==> config.mk <==
export PLATFORM = sky130hd
export DESIGN_NAME = dmaec_top
export DESIGN_NICKNAME = d
export VERILOG_FILES = /design/src/include/dmaec_pkg.sv /design/src/core/dmaec_edge.sv /design/src/core/dmaec_prio_mem.sv /design/src/core/dmaec_top.sv
export SDC_FILE = /design/constraint.sdc
export NUM_CORES = 1
export LEC_CHECK = 0
export BUFFER_PORTS_ARGS = -buffer_cell sky130_fd_sc_hd__buf_2
export CAP_MARGIN = 20
export CORE_MARGIN = 2
export CORE_UTILIZATION = 55
export CTS_CLUSTER_DIAMETER = 100
export CTS_CLUSTER_SIZE = 10
export DETAILED_ROUTE_END_ITERATION = 12
export PLACE_DENSITY = 0.74
export SYNTH_ARGS = -nofsm -noshare
export SYNTH_HDL_FRONTEND = slang
export SYNTH_SLANG_ARGS = --single-unit
==> constraint.sdc <==
create_clock -name aclk -period 4.5 [get_ports aclk]
set_input_delay 0.45 -clock aclk [delete_from_list [all_inputs] [get_ports aclk]]
set_output_delay 0.45 -clock aclk [all_outputs]
set_load 0.03 [all_outputs]
==> src/include/dmaec_pkg.sv <==
/*
 * dmaec_pkg: constants, register map and state types of the channel
 * event capture front end.
 * Assumes one clock domain and a 32-bit AXI4-Lite register port.
 */
package dmaec_pkg;

	// channel array
	localparam int NCH = 64;
	localparam int CH_W = 6;
	localparam int PRIO_W = 3;
	localparam int NSTS = 2;
	localparam int AW = 12;

	// channels that have a hard-wired event source
	localparam logic [63:0] CHAN_WIRED = 64'h00FF_0101_F01E_FFFF;

	// register byte offsets
	localparam logic [11:0] OFF_CAP_LO = 12'h000;
	localparam logic [11:0] OFF_CAP_HI = 12'h004;
	localparam logic [11:0] OFF_EN_LO = 12'h008;
	localparam logic [11:0] OFF_EN_HI = 12'h00C;
	localparam logic [11:0] OFF_IRQ_STS = 12'h010;
	localparam logic [11:0] OFF_IRQ_MSK = 12'h014;
	localparam logic [11:0] OFF_REQ_STS = 12'h018;
	localparam logic [11:0] OFF_PRIO_BASE = 12'h100;
	localparam logic [11:0] OFF_PRIO_MASK = 12'hF00;

	// irq status bit positions
	localparam int STS_MISSED = 0;
	localparam int STS_SERVED = 1;

	// reset values
	localparam logic [63:0] RST_CAP = 64'h0000_0000_0000_0000;
	localparam logic [63:0] RST_EN = 64'h0000_0000_0000_0000;
	localparam logic [1:0] RST_MSK = 2'h0;
	localparam logic [PRIO_W-1:0] RST_PRIO = 3'h0;

	// bus answers
	localparam logic [1:0] RESP_OKAY = 2'h0;
	localparam logic [1:0] RESP_SLVERR = 2'h2;

	typedef enum logic [1:0] {RD_IDLE, RD_MEM, RD_LOAD, RD_RESP} dmaec_rd_type;
	typedef enum logic [1:0] {REQ_IDLE, REQ_FETCH, REQ_OFFER} dmaec_req_type;

	typedef struct packed {
		logic [63:0] cap;
		logic [63:0] en;
		logic [1:0] sts;
		logic [1:0] msk;
		logic aw_ok;
		logic [11:0] aw_addr;
		logic w_ok;
		logic [31:0] w_data;
		logic [3:0] w_strb;
		logic bvalid;
		logic [1:0] bresp;
		dmaec_rd_type rd;
		logic [11:0] rd_addr;
		logic [31:0] rdata;
		logic [1:0] rresp;
		dmaec_req_type req;
		logic [5:0] req_chan;
	} dmaec_state_type;

endpackage : dmaec_pkg

==> src/core/dmaec_edge.sv <==
/*
 * dmaec_edge: rising-edge detector for a vector of event lines.
 * Assumes the lines come from logic on aclk, so no synchroniser.
 */
`timescale 1ns/1ps
module dmaec_edge #(
	parameter int W = 64
) (
	// clock and reset
	input wire logic aclk,
	input wire logic aresetn,
	// events
	input wire logic [W-1:0] level,
	output logic [W-1:0] rise
);

	typedef struct packed {
		logic [W-1:0] prev;
	} dmaec_edge_state_type;

	dmaec_edge_state_type st;
	dmaec_edge_state_type next_st;

	always_comb begin
		next_st = st;
		next_st.prev = level;
	end

	always_ff @(posedge aclk) begin
		if (!aresetn) begin
			st <= '0;
		end else begin
			st <= next_st;
		end
	end

	assign rise = level & ~st.prev;

endmodule : dmaec_edge

==> src/core/dmaec_prio_mem.sv <==
/*
 * dmaec_prio_mem: per-channel priority entries, one write port and two
 * registered read ports.
 * Assumes a single clock; contents are cleared by reset.
 */
`timescale 1ns/1ps
module dmaec_prio_mem (
	// clock and reset
	input wire logic aclk,
	input wire logic aresetn,
	// write port
	input wire logic wr_en,
	input wire logic [5:0] wr_addr,
	input wire logic [2:0] wr_data,
	// read ports
	input wire logic [5:0] rd_a_addr,
	output logic [2:0] rd_a_data,
	input wire logic [5:0] rd_b_addr,
	output logic [2:0] rd_b_data
);

	typedef struct packed {
		logic [63:0][2:0] mem;
		logic [2:0] rda;
		logic [2:0] rdb;
	} dmaec_mem_state_type;

	dmaec_mem_state_type st;
	dmaec_mem_state_type next_st;

	always_comb begin
		next_st = st;
		next_st.rda = st.mem[rd_a_addr];
		next_st.rdb = st.mem[rd_b_addr];
		if (wr_en) begin
			next_st.mem[wr_addr] = wr_data;
		end
	end

	always_ff @(posedge aclk) begin
		if (!aresetn) begin
			st <= {{64{dmaec_pkg::RST_PRIO}}, 6'h00};
		end else begin
			st <= next_st;
		end
	end

	assign rd_a_data = st.rda;
	assign rd_b_data = st.rdb;

endmodule : dmaec_prio_mem

==> src/core/dmaec_top.sv <==
/*
 * dmaec_top: event routing, capture, enable gating and request issue
 * for a 64-channel transfer controller, with an AXI4-Lite register port.
 * Assumes event inputs come from peripherals on aclk and that the
 * transfer engine accepts requests with a valid/ready handshake.
 */
`timescale 1ns/1ps
module dmaec_top (
	// clock and reset
	input wire logic aclk,
	input wire logic aresetn,
	// timer-type events
	input wire logic host_irq_event,
	input wire logic timer0_event,
	input wire logic timer1_event,
	input wire logic timer2_event,
	input wire logic wide_mem_refresh_event,
	input wire logic narrow_mem_refresh_event,
	// pin events, bits 4..7 shared with external interrupt pins
	input wire logic [15:0] pin_event,
	// serial port events
	input wire logic serial0_tx_event,
	input wire logic serial0_rx_event,
	input wire logic serial1_tx_event,
	input wire logic serial1_rx_event,
	input wire logic serial2_tx_event,
	input wire logic serial2_rx_event,
	// coprocessor and cell interface events
	input wire logic viterbi_rx_event,
	input wire logic viterbi_tx_event,
	input wire logic turbo_rx_event,
	input wire logic turbo_tx_event,
	input wire logic cell_rx_event,
	input wire logic cell_tx_event,
	// transfer request to the engine
	output logic tr_req_valid,
	input wire logic tr_req_ready,
	output logic [5:0] tr_req_chan,
	output logic [2:0] tr_req_prio,
	// interrupt
	output logic irq,
	// axi4-lite write address
	input wire logic [11:0] s_axi_awaddr,
	input wire logic [2:0] s_axi_awprot,
	input wire logic s_axi_awvalid,
	output logic s_axi_awready,
	// axi4-lite write data
	input wire logic [31:0] s_axi_wdata,
	input wire logic [3:0] s_axi_wstrb,
	input wire logic s_axi_wvalid,
	output logic s_axi_wready,
	// axi4-lite write response
	output logic [1:0] s_axi_bresp,
	output logic s_axi_bvalid,
	input wire logic s_axi_bready,
	// axi4-lite read address
	input wire logic [11:0] s_axi_araddr,
	input wire logic [2:0] s_axi_arprot,
	input wire logic s_axi_arvalid,
	output logic s_axi_arready,
	// axi4-lite read data
	output logic [31:0] s_axi_rdata,
	output logic [1:0] s_axi_rresp,
	output logic s_axi_rvalid,
	input wire logic s_axi_rready
);

	// merge a write into a word under byte strobes
	function automatic logic [31:0] apply_strb(
		input logic [31:0] old,
		input logic [31:0] data,
		input logic [3:0] strb
	);
		logic [31:0] res;
		res = old;
		for (int i = 0; i < 4; i++) begin
			if (strb[i]) begin
				res[i*8 +: 8] = data[i*8 +: 8];
			end
		end
		return res;
	endfunction : apply_strb

	// lowest-numbered set bit
	function automatic logic [5:0] first_set(input logic [63:0] v);
		logic [5:0] idx;
		idx = 6'h00;
		for (int i = dmaec_pkg::NCH - 1; i >= 0; i--) begin
			if (v[i]) begin
				idx = 6'(i);
			end
		end
		return idx;
	endfunction : first_set

	// whether an address falls in the priority window
	function automatic logic is_prio(input logic [11:0] a);
		return (a & dmaec_pkg::OFF_PRIO_MASK) == dmaec_pkg::OFF_PRIO_BASE;
	endfunction : is_prio

	dmaec_pkg::dmaec_state_type st;
	dmaec_pkg::dmaec_state_type next_st;

	logic [63:0] ev_level;
	logic [63:0] ev_rise;
	logic [63:0] clr_sw;
	logic [63:0] clr_srv;
	logic [63:0] pending;
	logic [1:0] sts_set;
	logic [1:0] sts_clr;
	logic wr_fire;
	logic mem_wr;
	logic [2:0] mem_rd_data;
	logic [2:0] prio_data;
	logic [31:0] rd_word;

	// fixed event routing; unlisted channels stay low
	always_comb begin
		ev_level = '0;
		ev_level[0] = host_irq_event;
		ev_level[1] = timer0_event;
		ev_level[2] = timer1_event;
		ev_level[3] = wide_mem_refresh_event;
		ev_level[7:4] = pin_event[7:4];
		ev_level[11:8] = pin_event[3:0];
		ev_level[12] = serial0_tx_event;
		ev_level[13] = serial0_rx_event;
		ev_level[14] = serial1_tx_event;
		ev_level[15] = serial1_rx_event;
		ev_level[17] = serial2_tx_event;
		ev_level[18] = serial2_rx_event;
		ev_level[19] = timer2_event;
		ev_level[20] = narrow_mem_refresh_event;
		ev_level[28] = viterbi_rx_event;
		ev_level[29] = viterbi_tx_event;
		ev_level[30] = turbo_rx_event;
		ev_level[31] = turbo_tx_event;
		ev_level[32] = cell_rx_event;
		ev_level[40] = cell_tx_event;
		ev_level[55:48] = pin_event[15:8];
		ev_level = ev_level & dmaec_pkg::CHAN_WIRED;
	end

	// one detector per channel
	dmaec_edge #(
		.W(dmaec_pkg::NCH)
	) u_edge (
		.aclk(aclk),
		.aresetn(aresetn),
		.level(ev_level),
		.rise(ev_rise)
	);

	assign wr_fire = st.aw_ok && st.w_ok && !st.bvalid;
	assign mem_wr = wr_fire && is_prio(st.aw_addr) && st.w_strb[0];

	dmaec_prio_mem u_prio (
		.aclk(aclk),
		.aresetn(aresetn),
		.wr_en(mem_wr),
		.wr_addr(st.aw_addr[7:2]),
		.wr_data(st.w_data[2:0]),
		.rd_a_addr(st.req_chan),
		.rd_a_data(prio_data),
		.rd_b_addr(st.rd_addr[7:2]),
		.rd_b_data(mem_rd_data)
	);

	// register read mux
	always_comb begin
		rd_word = 32'h0000_0000;
		if (is_prio(st.rd_addr)) begin
			rd_word[2:0] = mem_rd_data;
		end else begin
			unique case (st.rd_addr)
				dmaec_pkg::OFF_CAP_LO: rd_word = st.cap[31:0];
				dmaec_pkg::OFF_CAP_HI: rd_word = st.cap[63:32];
				dmaec_pkg::OFF_EN_LO: rd_word = st.en[31:0];
				dmaec_pkg::OFF_EN_HI: rd_word = st.en[63:32];
				dmaec_pkg::OFF_IRQ_STS: rd_word[1:0] = st.sts;
				dmaec_pkg::OFF_IRQ_MSK: rd_word[1:0] = st.msk;
				dmaec_pkg::OFF_REQ_STS: begin
					rd_word[5:0] = st.req_chan;
					rd_word[9:8] = st.req;
				end
				default: rd_word = 32'h0000_0000;
			endcase
		end
	end

	assign pending = st.cap & st.en;

	always_comb begin
		next_st = st;
		clr_sw = '0;
		clr_srv = '0;
		sts_set = '0;
		sts_clr = '0;

		// write address and data taken in either order
		if (s_axi_awvalid && !st.aw_ok) begin
			next_st.aw_ok = 1'b1;
			next_st.aw_addr = {s_axi_awaddr[11:2], 2'b00};
		end
		if (s_axi_wvalid && !st.w_ok) begin
			next_st.w_ok = 1'b1;
			next_st.w_data = s_axi_wdata;
			next_st.w_strb = s_axi_wstrb;
		end
		if (st.bvalid && s_axi_bready) begin
			next_st.bvalid = 1'b0;
		end
		if (wr_fire) begin
			next_st.aw_ok = 1'b0;
			next_st.w_ok = 1'b0;
			next_st.bvalid = 1'b1;
			next_st.bresp = dmaec_pkg::RESP_OKAY;
			if (!is_prio(st.aw_addr)) begin
				unique case (st.aw_addr)
					dmaec_pkg::OFF_CAP_LO: begin
						// write one to clear
						clr_sw[31:0] = apply_strb(32'h0, st.w_data, st.w_strb);
					end
					dmaec_pkg::OFF_CAP_HI: begin
						clr_sw[63:32] = apply_strb(32'h0, st.w_data, st.w_strb);
					end
					dmaec_pkg::OFF_EN_LO: begin
						next_st.en[31:0] = apply_strb(st.en[31:0], st.w_data, st.w_strb);
					end
					dmaec_pkg::OFF_EN_HI: begin
						next_st.en[63:32] = apply_strb(st.en[63:32], st.w_data, st.w_strb);
					end
					dmaec_pkg::OFF_IRQ_MSK: begin
						if (st.w_strb[0]) begin
							next_st.msk = st.w_data[1:0];
						end
					end
					dmaec_pkg::OFF_IRQ_STS, dmaec_pkg::OFF_REQ_STS: begin
						next_st.bresp = dmaec_pkg::RESP_OKAY;
					end
					default: next_st.bresp = dmaec_pkg::RESP_SLVERR;
				endcase
			end
		end

		// read: address, memory cycle, load, answer
		unique case (st.rd)
			dmaec_pkg::RD_IDLE: begin
				if (s_axi_arvalid) begin
					next_st.rd_addr = {s_axi_araddr[11:2], 2'b00};
					next_st.rd = dmaec_pkg::RD_MEM;
				end
			end
			dmaec_pkg::RD_MEM: begin
				next_st.rd = dmaec_pkg::RD_LOAD;
			end
			dmaec_pkg::RD_LOAD: begin
				next_st.rdata = rd_word;
				next_st.rresp = dmaec_pkg::RESP_OKAY;
				if (!is_prio(st.rd_addr)) begin
					unique case (st.rd_addr)
						dmaec_pkg::OFF_CAP_LO, dmaec_pkg::OFF_CAP_HI,
						dmaec_pkg::OFF_EN_LO, dmaec_pkg::OFF_EN_HI,
						dmaec_pkg::OFF_IRQ_MSK, dmaec_pkg::OFF_REQ_STS: begin
							next_st.rresp = dmaec_pkg::RESP_OKAY;
						end
						dmaec_pkg::OFF_IRQ_STS: begin
							// read clears status
							sts_clr = 2'b11;
						end
						default: next_st.rresp = dmaec_pkg::RESP_SLVERR;
					endcase
				end
				next_st.rd = dmaec_pkg::RD_RESP;
			end
			dmaec_pkg::RD_RESP: begin
				if (s_axi_rready) begin
					next_st.rd = dmaec_pkg::RD_IDLE;
				end
			end
		endcase

		// request issue: pick, fetch priority, offer
		unique case (st.req)
			dmaec_pkg::REQ_IDLE: begin
				if (|pending) begin
					next_st.req_chan = first_set(pending);
					next_st.req = dmaec_pkg::REQ_FETCH;
				end
			end
			dmaec_pkg::REQ_FETCH: begin
				// priority entry registered during this cycle
				next_st.req = dmaec_pkg::REQ_OFFER;
			end
			dmaec_pkg::REQ_OFFER: begin
				if (tr_req_ready) begin
					clr_srv[st.req_chan] = 1'b1;
					sts_set[dmaec_pkg::STS_SERVED] = 1'b1;
					next_st.req = dmaec_pkg::REQ_IDLE;
				end
			end
			default: next_st.req = dmaec_pkg::REQ_IDLE;
		endcase

		// capture regardless of enable; a new event beats any clear
		next_st.cap = (st.cap & ~clr_sw & ~clr_srv) | ev_rise;
		sts_set[dmaec_pkg::STS_MISSED] = |(ev_rise & st.cap & ~clr_srv);
		next_st.sts = (st.sts & ~sts_clr) | sts_set;
	end

	always_ff @(posedge aclk) begin
		if (!aresetn) begin
			st <= '0;
			st.cap <= dmaec_pkg::RST_CAP;
			st.en <= dmaec_pkg::RST_EN;
			st.msk <= dmaec_pkg::RST_MSK;
			st.rd <= dmaec_pkg::RD_IDLE;
			st.req <= dmaec_pkg::REQ_IDLE;
		end else begin
			st <= next_st;
		end
	end

	// outputs
	assign tr_req_valid = (st.req == dmaec_pkg::REQ_OFFER);
	assign tr_req_chan = st.req_chan;
	assign tr_req_prio = prio_data;
	assign irq = |(st.sts & st.msk);
	assign s_axi_awready = !st.aw_ok;
	assign s_axi_wready = !st.w_ok;
	assign s_axi_bvalid = st.bvalid;
	assign s_axi_bresp = st.bresp;
	assign s_axi_arready = (st.rd == dmaec_pkg::RD_IDLE);
	assign s_axi_rvalid = (st.rd == dmaec_pkg::RD_RESP);
	assign s_axi_rdata = st.rdata;
	assign s_axi_rresp = st.rresp;

endmodule : dmaec_top

# Yosys cells after proc, flatten, opt, wreduce, memory -nomap -nowiden

Index checks and enable logic that the tools add are counted.

Logic and storage cells: 279
Output and inout bits: 52
Input bits: 108
Bits in registers: 499

Multiplexer cells: 107
Reduce and logical (&&, ||, !) cells: 36
Order comparisons: 5
Bitwise logic cells: 16
Equal/unequal tests: 23

Operator list:

| operator                                                    | number |
|---|---|
| 2-to-1 mux 6 bit                                            | 64 |
| bitwise AND 64 bit                                          | 5 |
| 2-to-1 mux 64 bit                                           | 4 |
| bitwise mux 192 bit                                         | 1 |
| inverter 64 bit                                             | 3 |
| OR reduction 64 bit                                         | 2 |
| one-hot mux 22 bit (4 select lines)                         | 1 |
| bitwise AND 56 x 64 -> 64 bit                               | 1 |
| 2-to-1 mux 32 bit                                           | 2 |
| OR 64 bit                                                   | 1 |
| equality test 10 x 3 -> 1 bit (second input constant)       | 6 |
| equality test 10 x 2 -> 1 bit (second input constant)       | 4 |
| 2-to-1 mux 8 bit                                            | 5 |
| binary-select mux 3 bit (select 6 bit)                      | 2 |
| AND reduction 4 bit                                         | 9 |
| 2-to-1 mux 29 bit                                           | 1 |
| logical NOT 12 bit                                          | 2 |
| less-than comparator 6 x 7 -> 1 bit (second input constant) | 3 |
| equality test 10 x 1 -> 1 bit (second input constant)       | 2 |
| one-hot mux 4 bit (5 select lines)                          | 1 |
| demux 3 bit (select 6 bit)                                  | 1 |
| 2-to-1 mux 2 bit                                            | 9 |
| one-hot mux 2 bit (4 select lines)                          | 2 |
| 2-to-1 mux 3 bit                                            | 5 |
| other kinds (23)                                            | 51 |

# Logic depth before layout (Yosys ltp)

Depth after elaboration: 67
Mapped depth: 10
Mapped depth without buffers: 7

# Cells and area by module

A second synthesis with hierarchy kept.

Cell total of the unflattened synthesis: 2904
Area, all modules: 25583.3 µm²

Modules (own cells, without submodules):

| module         | cells an instance | area an instance (µm²) | seq. area each (µm²) | times used |
|---|---|---|---|---|
| dmaec_top      | 1531              | 12300.5                | 4704.5               | 1 |
| dmaec_prio_mem | 1174              | 11121.9                | 3963.8               | 1 |
| dmaec_edge     | 199               | 2160.8                 | 1281.2               | 1 |

# Worst setup path before layout

OpenSTA, ideal clock, no wires.

Path type: flip-flop to flip-flop
Start point: register st[44] in the netlist's numbering
End point: register u_prio.st (netlist bit u_prio.rd_b_data[0])
Arrival time: 2191 ps
Data required time: 4377 ps
Path buffers: 2
Period minus slack after synthesis: 2314 ps
Setup time: 123 ps
Setup slack: 2186 ps
Cell stages (with the launch flop): 7
Cells stage by stage: dfxtp_1 -> clkbuf_1 -> buf_1 -> mux4_2 -> mux4_2 -> mux2i_1 -> o22ai_1

Word-level cells in the longest chain between the ends: 2

Ends and longest elaborated chain:

| element                                | line                 | source |
|---|---|---|
| start, declared                        | dmaec_top.sv:101     | `dmaec_pkg::dmaec_state_type st;` |
| start signal, assigned                 | dmaec_top.sv:320     | `st <= next_st;` |
| binary-select mux 3 bit (select 6 bit) | dmaec_prio_mem.sv:34 | `next_st.rdb = st.mem[rd_b_addr];` |
| 2-to-1 mux 3 bit (implied by the code) | dmaec_prio_mem.sv:34 |  |
| end signal, assigned                   | dmaec_prio_mem.sv:42 | `st <= {{64{dmaec_pkg::RST_PRIO}}, 6'h00};` |
| end signal, assigned                   | dmaec_prio_mem.sv:44 | `st <= next_st;` |
| end, declared                          | dmaec_prio_mem.sv:28 | `dmaec_mem_state_type st;` |

Every way passes these cells. The select of a mux whose other input is x is not followed.
A chain may end at the register's enable or synchronous reset.

# Worst setup path in the final report

Start point: register st (netlist bit tr_req_chan[0])
End point: register st[111] in the netlist's numbering

Word-level cells in the longest chain between the ends: 10
Elaborated cells on any way between the ends: 11
Classes of those cells: 2 x order compare; 4 x mux; 3 x bitwise; 2 x reduce/logical

Ends and longest elaborated chain:

| element                                                                                                                        | line             | source |
|---|---|---|
| less-than comparator 6 x 7 -> 1 bit (implied by the code) / greater-or-equal comparator 6 x 1 -> 1 bit (equally long branches) | dmaec_top.sv:297 | `clr_srv[st.req_chan] = 1'b1;` |
| logical AND 1 bit (implied by the code)                                                                                        | dmaec_top.sv:297 |  |
| 2-to-1 mux 1 bit (implied by the code)                                                                                         | dmaec_top.sv:297 |  |
| demux 1 bit (select 6 bit) *                                                                                                   | dmaec_top.sv:297 |  |
| 2-to-1 mux 64 bit *                                                                                                            | dmaec_top.sv:296 | `if (tr_req_ready) begin` |
| 2-to-1 mux 64 bit *                                                                                                            | dmaec_top.sv:284 | `unique case (st.req)` |
| inverter 64 bit *                                                                                                              | dmaec_top.sv:307 | `sts_set[dmaec_pkg::STS_MISSED] = \|(ev_rise & st.cap & ~clr_srv);` |
| bitwise AND 64 bit *                                                                                                           | dmaec_top.sv:307 |  |
| OR reduction 64 bit *                                                                                                          | dmaec_top.sv:307 |  |
| OR 2 bit *                                                                                                                     | dmaec_top.sv:308 | `next_st.sts = (st.sts & ~sts_clr) \| sts_set;` |

Every way passes the cells marked *; elsewhere a longest branch is shown, timed or not.

==> flow_summary_export.csv <==
group,metric,value,unit
run_status,outcome,"completed",
power_and_ir_drop,peakVddDrop,260.0,uV
clock_network,cts_sinks,467,
synth,syn_avg_cell_area,9.268,um2
drt,drt_iter0_markers,2530,
worst_setup_path,r2r_slack,0.93,ns
floorplanning,fp-row-count,76,
synth,synth_top_area_share,0.3886,
worst_setup_path,reg2reg_to,"st[111]$_SDFF_PN0_",
synth,synth-seq-cells,467,
worst_setup_path,end_kind,"flip-flop",
placed_design,dp_slack,1.119,ns
global_route,antenna_found_initial,1,
worst_setup_path,crit_top_cell,"nand3_1",
synth,synthCells,2596,
global_route,grt_pass1_vias,19560,
clock_network,root_buffer,"clkbuf_16",
cells_and_area,antenna_cells,0,
cells_and_area,stdcell_count,3181,
synth,yosys.cell_types.count,75,
clock_network,cts_max_level,2,
global_route,grt_overflow_total,0,
sta,fmax,280.1,MHz
clock_network,cts_made_buffers,52,
sta,fin_crit,3.570,ns
drt,wl,74910,um
synth,synth_enable_flop_cells,0,
global_route,busiest_layer,"met2",
floorplanning,die_h,213.2,um
floorplanning,io_pins,160,
worst_setup_path,path_cells,"buf_4, nor2_1, nand3_1, o211ai_1, nand4_1, nor4_1, nand3_1, o31a_1",
clock_network,cts_tree,"done",
run,drv_cap,0,
global_route,grt_use_total,0.3275,
global_route,grt_max_degree,186,
synth,ys_warn_count,0,
cells_and_area,final_cell_area,26110,um2
floorplanning,start_util,0.5573,
synth,yosys.cell_count.top_type,"dfxtp_1",
sta,final.setup_skew,0.03451,ns
sta,period_share,0.7932,
worst_setup_path,cp.required,4.98,ns
clock_network,clock_path_buffers,3,
clock_network,path_clk_slew,0.06,ns
sta,worst_slack,0.9304,ns
drt,drt-vias-per-instance,6.484,
placed_design,place.gp.congestion,0.9789,
worst_setup_path,crit_slowest_cell,"nand3_1",
global_route,grt_pass1_wl,114400,um
worst_setup_path,critPathArrivalTime,4.05,ns
clock_network,ctsResizeCount,0,
sta,fin_tns_setup,0,ns
worst_setup_path,path_class,"flip-flop to flip-flop",
clock_network,clkLatencyLatePin,0.61,ns
sta,tightest_slew,1.036,ns
clock_network,post_cts_buffers,0,
synth,synth_seq_area_share,0.3886,
placed_design,placed_area,24730,um2
sta,setup_viol,0,
synth,synthArstFlopShare,0,
synth,synth_top_cells_by_count,"dfxtp_1, nand2_1, a21boi_0",
placed_design,placed_cells,3123,
floorplanning,coreArea,43170,um2
sta,finalHoldViolations,0,
sta,rsz0062_at_grt,"false",
worst_hold_path,min_path_cells,2,
worst_setup_path,worstReg2RegStart,"tr_req_chan[0]$_SDFFE_PN0P_",
drt,drc_errors,0,
cells_and_area,area_growth,8.508,%
drt,dr.pass1.iters,7,
clock_network,holdBufCountCts,0,
sta,relSlewSlack,0.3092,
global_route,grt_util_met3,0.05618,
worst_setup_path,max_stage_delay,0.77,ns
floorplanning,die_area,45430,um2
synth,synth.largest_area_cell,"dfxtp_1",
worst_setup_path,critPathMaxFanout,30,
worst_hold_path,hold_class,"input port to flip-flop",
synth,synth_area,24060,um2
placed_design,place.detailed.hpwl,51280,um
worst_setup_path,cp-start-kind,"flip-flop",
worst_hold_path,min_to,"u_edge.st[13]$_SDFF_PN0_",
placed_design,io_buffers,147,
sta,final_max_slew_viol_count,0,
worst_setup_path,rr_worst_depth,8,
global_route,grt_util_met2,0.5449,
power_and_ir_drop,p_leak,8.707,nW
floorplanning,die_w,213.2,um
cells_and_area,drive_gt1_frac,0.1587,
drt,wire_per_inst,23.55,um
synth,synthTopCellsByArea,"dfxtp_1, mux4_2, a21boi_0",
drt,antenna_left,0,
worst_hold_path,hold_path_startpoint,"serial0_rx_event",
cells_and_area,final_core_util,0.6047,
synth,synthFlopType,"dfxtp_1",
drt,dr_total_vias,20630,
cells_and_area,fin_nets,2703,
global_route,met1_usage,0.4092,
power_and_ir_drop,cellPowerDensity,362.2,nW/um2
-- through the flow --
stage                     hold WS, ns  power [mW]
after floorplan                0.4314       5.427
after global placement         0.4499       5.747
after detailed placement       0.4606       5.781
after CTS                     0.04245       9.476
after global routing          0.05492       9.748
final                         0.06220       9.456
-- cells by family after synthesis --
group | count (synthesis) | share of synthesized area
and+or+nand+nor | 883 | 0.1895
other | 1 | 0.0001559
muxes | 286 | 0.1743
DFF | 467 | 0.3886
adders and majority gates | 3 | 0.001560
AOI/OAI and AO/OA | 703 | 0.1975
buffers and inverters | 253 | 0.04847
-- worst max-delay path, delay by kind of cell (launching register included) --
kind / cells / cell delay (ns)
AND/OR/NAND/NOR: 5 / 2.12
AO/OA/AOI/OAI: 2 / 0.75
buffers and inverters: 1 / 0.25
flip-flops: 1 / 0.32
-- registers in the layout, indices dropped and copies added, names as in the netlist --
register          cells
s_axi_bresp           1
s_axi_rresp           1
s_axi_rdata          32
u_prio.st           192
s_axi_bvalid          1
u_prio.rd_b_data      3
u_edge.st            34
tr_req_chan           6
st                  194
u_prio.rd_a_data      3
-- how the worst max path moves through the flow --
stage / depth (start not counted) / from / slack (ns) / end
2_1_floorplan: 6 / st[44]$_SDFFE_PN0P_ / 2.19 / u_prio.rd_b_data[0]$_SDFF_PN0_
3_3_place_gp: 8 / tr_req_chan[0]$_SDFFE_PN0P_ / 1.13 / st[111]$_SDFF_PN0_
3_5_place_dp: 8 / tr_req_chan[0]$_SDFFE_PN0P_ / 1.12 / st[111]$_SDFF_PN0_
4_1_cts: 8 / tr_req_chan[0]$_SDFFE_PN0P_ / 1.10 / st[111]$_SDFF_PN0_
5_1_grt: 8 / tr_req_chan[0]$_SDFFE_PN0P_ / 0.85 / st[111]$_SDFF_PN0_
6_report: 8 / tr_req_chan[0]$_SDFFE_PN0P_ / 0.93 / st[111]$_SDFF_PN0_
-- layout make-up --
cell class | instances | area [um2]
clock buffer | 56 | 1359
multi-input combinational | 1877 | 13560
fill | 3731 | 17070
sequential | 467 | 9366
clock inverter | 2 | 21.27
tap | 585 | 732.0
inverter | 11 | 41.29
timing repair buffer | 183 | 1028
-- metal layers --
metal / vias up / wire length, um
met4: 2 / 4198
met3: 271 / 5973
met1: 9996 / 29380
met2: 1099 / 35340
met5: - / 23
li1: 9258 / -
-- power breakdown --
| part | internal [mW] | switching [mW] |
|---|---|---|
| clock | 2.10 | 1.65 |
| sequential | 4.27 | 0.249 |
| combinational | 0.482 | 0.706 |
| total | 6.85 | 2.61 |
-- cell usage in the layout, fill, tap and decap left out, drive strengths merged, types with 5 or more instances in the layout --
cell type | synthesis | layout
a21oi | 96 | 96
mux4 | 104 | 104
nand3b | 7 | 7
and2 | 44 | 44
mux2i | 158 | 158
buf | 97 | 183
a22oi | 40 | 40
a32o | 11 | 11
inv | 11 | 11
a211oi | 5 | 5
nand2 | 348 | 348
nor2b | 175 | 175
clkbuf | 145 | 56
o22ai | 11 | 11
mux2 | 24 | 24
dfxtp | 467 | 467
a21boi | 219 | 219
or3 | 5 | 5
nor3b | 29 | 29
nand3 | 72 | 72
nor2 | 118 | 118
a221oi | 22 | 22
o211ai | 32 | 32
nor3 | 14 | 14
a22o | 22 | 22
nor4 | 9 | 9
nand4 | 11 | 11
o21a | 32 | 32
o21ai | 167 | 167
nand2b | 29 | 29
Note: power is estimated with default switching activity, not from simulation.
